## config.mk

```make
export PLATFORM = sky130hd
export DESIGN_NAME = eis_skip_decoder
export DESIGN_NICKNAME = d
export VERILOG_FILES = /design/src/hdl/eis_skip_decoder.v /design/src/hdl/eis_pin_sync.v
export VERILOG_INCLUDE_DIRS = /design/src /design/src/inc
export SDC_FILE = /design/constraint.sdc
export NUM_CORES = 1
export LEC_CHECK = 0
export ABC_AREA = 1
export BUFFER_PORTS_ARGS = -buffer_cell sky130_fd_sc_hd__buf_2
export CORE_AREA = 2 2 39 41
export CTS_CLUSTER_SIZE = 30
export DETAILED_ROUTE_END_ITERATION = 10
export DIE_AREA = 0 0 41 43
export SLEW_MARGIN = 10
export SYNTH_ARGS = -nofsm -noshare
export SYNTH_HDL_FRONTEND = slang
export SYNTH_SLANG_ARGS = --single-unit
```

## constraint.sdc

```tcl
create_clock -name ref_clk_i -period 1.15 [get_ports ref_clk_i]
set_input_delay 0.0575 -clock ref_clk_i [delete_from_list [all_inputs] [get_ports ref_clk_i]]
set_output_delay 0.0575 -clock ref_clk_i [all_outputs]
set_load 0.05 [all_outputs]
```

## src/inc/eis_defs.vh

```
// constants for the external interrupt skip-test decoder
`ifndef EIS_DEFS_VH
`define EIS_DEFS_VH
`define EIS_OPC_W 10
`define EIS_OPC_FLAG_TEST 10'h0bb
`define EIS_OPC_PIN_TEST 10'h03a
`define EIS_REG_W 4
`define EIS_ENA_BIT 0
`define EIS_SEL_BIT 2
`endif

```

## src/hdl/eis_skip_decoder.v

```verilog
// decode and execute of the external interrupt 0 skip-test instructions
// How it works
// - enable 0: flag set skips and clears flag in the same cycle
// - enable bit 0 of reg a; 1 means nop
// - pin test opcode; one word, one cycle
// - select 0: skip when pin low
// - select 1: skip when pin high
// - select is bit 2 of reg b
`timescale 1ns/1ps
`include "eis_defs.vh"
module eis_skip_decoder (
  input wire ref_clk_i,
  input wire arst_n_i,
  input wire instr_valid_i,
  input wire [`EIS_OPC_W-1:0] instr_i,
  input wire [`EIS_REG_W-1:0] irq_control_reg_a_i,
  input wire [`EIS_REG_W-1:0] irq_control_reg_b_i,
  input wire ext_irq_request_flag_i,
  input wire ext_irq_pin_i,
  output reg skip_o,
  output reg suppress_o,
  output reg flag_clear_o,
  output reg hit_o
);
  reg skip_pend_ff;
  reg skip_ff;
  reg clr_ff;
  reg hit_ff;
  reg nxt_skip;
  reg nxt_clr;
  reg nxt_hit;
  wire pin_sync;
  wire ext_irq_enable_bit;
  wire pin_level_select_bit;
  wire live;

  eis_pin_sync u_sync (
    .ref_clk_i(ref_clk_i),
    .arst_n_i(arst_n_i),
    .pin_i(ext_irq_pin_i),
    .pin_o(pin_sync)
  );

  assign ext_irq_enable_bit = irq_control_reg_a_i[`EIS_ENA_BIT];
  assign pin_level_select_bit = irq_control_reg_b_i[`EIS_SEL_BIT];
  // a word fetched into a skip slot is not live
  assign live = instr_valid_i & ~skip_pend_ff;

  ////////////////////////////////////////////////////////////////
  // decode in the executing cycle; carry is never touched
  always @* begin
    nxt_skip = 1'b0;
    nxt_clr = 1'b0;
    nxt_hit = 1'b0;
    if (live) begin
      case (instr_i)
        `EIS_OPC_FLAG_TEST: begin
          nxt_hit = 1'b1;
          if (!ext_irq_enable_bit && ext_irq_request_flag_i) begin
            nxt_skip = 1'b1;
            nxt_clr = 1'b1;
          end
        end
        `EIS_OPC_PIN_TEST: begin
          nxt_hit = 1'b1;
          // select sampled now, at execution
          nxt_skip = pin_level_select_bit ? pin_sync : ~pin_sync;
        end
        default: begin
          nxt_hit = 1'b0;
        end
      endcase
    end
  end

  ////////////////////////////////////////////////////////////////
  // skip pending holds until the next fetched word is absorbed
  always @(posedge ref_clk_i or negedge arst_n_i) begin
    if (!arst_n_i) begin
      skip_pend_ff <= 1'b0;
      skip_ff <= 1'b0;
      clr_ff <= 1'b0;
      hit_ff <= 1'b0;
    end else begin
      if (instr_valid_i && skip_pend_ff) begin
        skip_pend_ff <= 1'b0;
      end else if (nxt_skip) begin
        skip_pend_ff <= 1'b1;
      end
      skip_ff <= nxt_skip;
      clr_ff <= nxt_clr;
      hit_ff <= nxt_hit;
    end
  end

  // outputs straight from flops
  always @* begin
    skip_o = skip_ff;
    suppress_o = skip_pend_ff;
    flag_clear_o = clr_ff;
    hit_o = hit_ff;
  end
endmodule

```

## src/hdl/eis_pin_sync.v

```verilog
// two-stage synchroniser for the external interrupt pin
`timescale 1ns/1ps
module eis_pin_sync (
  input wire ref_clk_i,
  input wire arst_n_i,
  input wire pin_i,
  output wire pin_o
);
  reg meta_ff;
  reg sync_ff;

  // first stage is read only by the second stage
  always @(posedge ref_clk_i or negedge arst_n_i) begin
    if (!arst_n_i) begin
      meta_ff <= 1'b1;
      sync_ff <= 1'b1;
    end else begin
      meta_ff <= pin_i;
      sync_ff <= meta_ff;
    end
  end

  assign pin_o = sync_ff;
endmodule

```

Word level (Yosys, flattened, before mapping)
Cells that the tools add are included.
- register bits: 6
- input port bits: 23
- output and inout port bits: 4
- word-level logic and storage cells: 26
- equality and inequality tests: 2
- muxes and demuxes: 10
- bitwise operators: 3
- reduce and logical (&&, ||, !) cells: 5
- operators with widths (cell ; number):
    == test 10 x 6 -> 1 bit, second input constant ; 1
    == test 10 x 8 -> 1 bit, second input constant ; 1
    two-way mux 1 bit ; 9
    logical AND 1 bit ; 2
    inverter 1 bit ; 2
    one-hot mux 1 bit (2 select lines) ; 1
    nonzero test 2 bit ; 1
    OR reduction 2 bit ; 1
    AND 1 bit ; 1
    logical NOT 1 bit ; 1

Longest topological paths before layout
- word-level depth: 7
- gate-level depth with buffers: 6
- depth with buffers taken out: 6

By module
A second synthesis with hierarchy kept.
- cell total of the unflattened synthesis: 39
- area total of the unflattened synthesis: 316.6 sq um
- by module, submodules not included (module ; instances ; cells each ; area an instance (sq um) ; sequential area each (sq um)):
    eis_skip_decoder ; 1 ; 37 ; 264.0 ; 100.1
    eis_pin_sync ; 1 ; 2 ; 52.6 ; 52.6

Worst setup path after synthesis
Ideal clock, no wire load.
- kind: register to register
- start point: reg skip_pend_ff, in the netlist suppress_o
- end point: reg skip_pend_ff, in the netlist suppress_o
- library setup time: 0.066 ns
- arrival: 1.038 ns
- required time: 1.084 ns
- setup slack: 0.046 ns
- cell stages (with the launch flop): 4
- buffers on the path: 0
- period minus slack after synthesis: 1.104 ns
- cell sequence: dfrtp_1 > inv_2 > or2_2 > nand3_2
- longest elaborated chain between the ends: 4
- elaborated cells between the ends (all ways): 6
- classes of those cells: 2 x mux; 2 x bitwise; 2 x reduce/logical
- RTL lines (element ; line ; text):
    start: declaration ; eis_skip_decoder.v:25 ; reg skip_pend_ff;
    start signal: assignment ; eis_skip_decoder.v:80 ; skip_pend_ff <= 1'b0;
    start signal: assignment ; eis_skip_decoder.v:86 ; skip_pend_ff <= 1'b0;
    start signal: assignment ; eis_skip_decoder.v:88 ; skip_pend_ff <= 1'b1;
    inverter 1 bit ; eis_skip_decoder.v:47 ; assign live = instr_valid_i & ~skip_pend_ff;
    AND 1 bit ; eis_skip_decoder.v:47 ;
    two-way mux 1 bit ; eis_skip_decoder.v:55 ; if (live) begin
    nonzero test 2 bit (no line) ; - ;
Parallel ways exist; a longest one is shown, timed or not.
A chain may end at the register's enable or synchronous reset.

Final worst setup path
- start point: reg skip_pend_ff, in the netlist suppress_o
- end point: out suppress_o
- RTL lines (element ; line ; text):
    end: declaration ; eis_skip_decoder.v:21 ; output reg suppress_o,
No word-level cell between the ends.

==> impl_metrics.ini <==
[status]
status = finished, final reports clean

[yosys]
syn_avg_cell_area_sq_um = 8.12
async_reset_ff_share_pct = 100
netlist_area_sq_um = 317
yosysMostFrequentCell = nand2_1
synth_common_cells = 7 x nand2_1, 6 x inv_1, 5 x nor2_1
ys_seq_area_share_pct = 48.2
synth.distinct_cells = 13
synth_top_area_cell = dfrtp_1
yosys-mux-area-fraction_pct = 0
synth_edf_count = 0
synth-simple-area-share_pct = 38.7
synth_fa_ha_area_share_pct = 0
synth_xor_area_share_pct = 0
yosysWarnings = 0
syn_nets = 62
synth_area_leaders = dfrtp_1 32%, dfstp_2 17%, nand2_1 8.3%, inv_1 7.1%, nand3_2 6.3%
synth_compound_area_share_pct = 2.37
synthCells = 39
ys_seq_elements = 6
synth_top_family_by_area = simple AND/OR/NAND/NOR gates
ys.flop_type = dfrtp_1
yosys.area.top_type_share_pct = 31.6

[place]
portBuffers = 20
dpl.hpwl_um = 494
routabilityCongestion = 0.594

[finish]
nets = 89
antenna_cells = 0
drive_gt1_share_pct = 53.8
syn2layout_area_growth_pct = 52.6

[min_path]
holdPathEnd = hit_o$_DFF_PN0_
holdPathStages = 3
hold_path_class = in -> reg
worstHoldStart = instr_valid_i

[power_and_ir_drop]
powerDensity_nw_per_um2 = 1010
leakage_uw = 0.000292
ir_drop_v = 0.000254

[setup_path]
crit_family = flip-flops
r2r-end = suppress_o$_DFFE_PN0P_
rr_startpoint = u_sync.pin_o$_DFF_PN1_
crit_path_start_kind = flip-flop
path_cells = buf_2
reg2reg_depth = 5
critPathKind = reg -> out
cp-end-kind = primary output
critPathMaxFanout = 2
required_ps = 1090
crit_buf_inv = 1
max_stage_delay_ps = 350
slowest_stage = dfrtp_1
worstPathArrival_ps = 860
r2r_slack_ps = 240

[clock_network]
cts_buffers = 3
cts_sinks = 6
tritoncts = yes
worstSkewPairLatency_ps = 240
cts.clk_slew.worst_paths_ps = 50
clockRootBuffer = clkbuf_4
htreeDepth = 1
clockBufferDepth = 2
post_cts_resized = 0

[timing]
fin_skew_ps = 7.86
rsz0062_at_grt = no
finalSetupViolations = 0
fin_crit_ps = 914
slew_violations = 0
worst_hold_slack_ps = 95.4
fmax_mhz = 1090
fin_crit_sh_pct = 79.5
tightest_slew_ps = 249
slew-limit-headroom_pct = 83.5
tns_ps = 0
hold_violations = 0

[floorplan]
core_area_sq_um = 1380
num_rows = 14
fp.dieArea_sq_um = 1760
initial_core_util_pct = 22.9
pin_count = 27
die_x_um = 41
die_h_um = 43

[grt]
grt_pass1_vias = 245
overflow = 0
grt_pass1_wl_um = 862
antenna_found_initial = 0
grt_max_degree = 7
grt_usage_pct = 7.89

[drt]
wirelength_um = 570
drc_errors = 0
drtPass1Iterations = 4
vias = 302
wl_per_cell_um = 7.04
drtAntennaViolNets = 0
via_per_inst = 3.73
drt_iter0_drc = 5

[job]
cap_viol_max_count = 0
state kept, by name, summed over array words and instances (netlist names):
| name | flops |
|---|---|
| u_sync.meta_ff | 1 |
| hit_o | 1 |
| suppress_o | 1 |
| flag_clear_o | 1 |
| u_sync.pin_o | 1 |
| skip_o | 1 |
area by class of cell:
class	instances	area [sq um]
Fill cell	158	901
Inverter	9	33.8
Clock buffer	4	26.3
Timing Repair Buffer	22	120
Tap cell	16	20.0
Multi-Input combinational cell	24	130
Sequential cell	6	153
logic make-up after synthesis:
group                  count (synthesis)
buffers and inverters                  9
AND/OR/NAND/NOR                       23
AO/OA/AOI/OAI                          1
flip-flops                             6
metal layers:
| metal | GRT usage (%) | vias up | wire, um |
|---|---|---|---|
| li1 | - | 168 | - |
| met1 | 7.89 | 123 | 225 |
| met2 | 11.3 | 11 | 302 |
| met3 | 1.57 | 0 | 42 |
| met4 | 10.0 | 0 | 0 |
| met5 | 0 | - | 0 |
cell usage in the layout (no fill, tap or decap), drive strengths merged:
| master | count |
|---|---|
| buf | 20 |
| inv | 9 |
| nor2 | 9 |
| nand2 | 7 |
| nand3 | 5 |
| dfrtp | 4 |
| clkbuf | 4 |
| dlygate4sd3 | 2 |
| dfstp | 2 |
| nand4 | 1 |
| a21o | 1 |
| or2 | 1 |
worst max-delay path by stage:
stage / cells after the start / from / end
after floorplan: 3 / suppress_o$_DFFE_PN0P_ / suppress_o$_DFFE_PN0P_
after global placement: 5 / u_sync.pin_o$_DFF_PN1_ / suppress_o$_DFFE_PN0P_
after detailed placement: 5 / u_sync.pin_o$_DFF_PN1_ / suppress_o$_DFFE_PN0P_
after CTS: 5 / u_sync.pin_o$_DFF_PN1_ / suppress_o$_DFFE_PN0P_
after global routing: 5 / u_sync.pin_o$_DFF_PN1_ / suppress_o$_DFFE_PN0P_
final: 1 / suppress_o$_DFFE_PN0P_ / suppress_o
report_power, final:
part	internal [uW]	switching [uW]
Sequential	218	1.40
Clock	131	73.7
Combinational	32.7	28.9
through the flow:
| stage | setup slack (ps) | utilization [%] | area (sq um) | total power (uW) | cells |
|---|---|---|---|---|---|
| after floorplan | 46.1 | - | 317 | 244 | 39 |
| after global placement | 227 | 31.6 | 437 | 279 | 75 |
| after detailed placement | 220 | 31.6 | 437 | 280 | 75 |
| after CTS | 221 | 34.9 | 483 | 499 | 81 |
| after global routing | 155 | 34.9 | 483 | 520 | 81 |
| final | 236 | 34.9 | 483 | 486 | 81 |
what timing repair did:
action	4_1_cts	5_1_grt
hold buffers	2	0
hold endpoints to repair	7	0
buffers inserted	0	0
No activity file was read; power rests on OpenSTA's default activity.
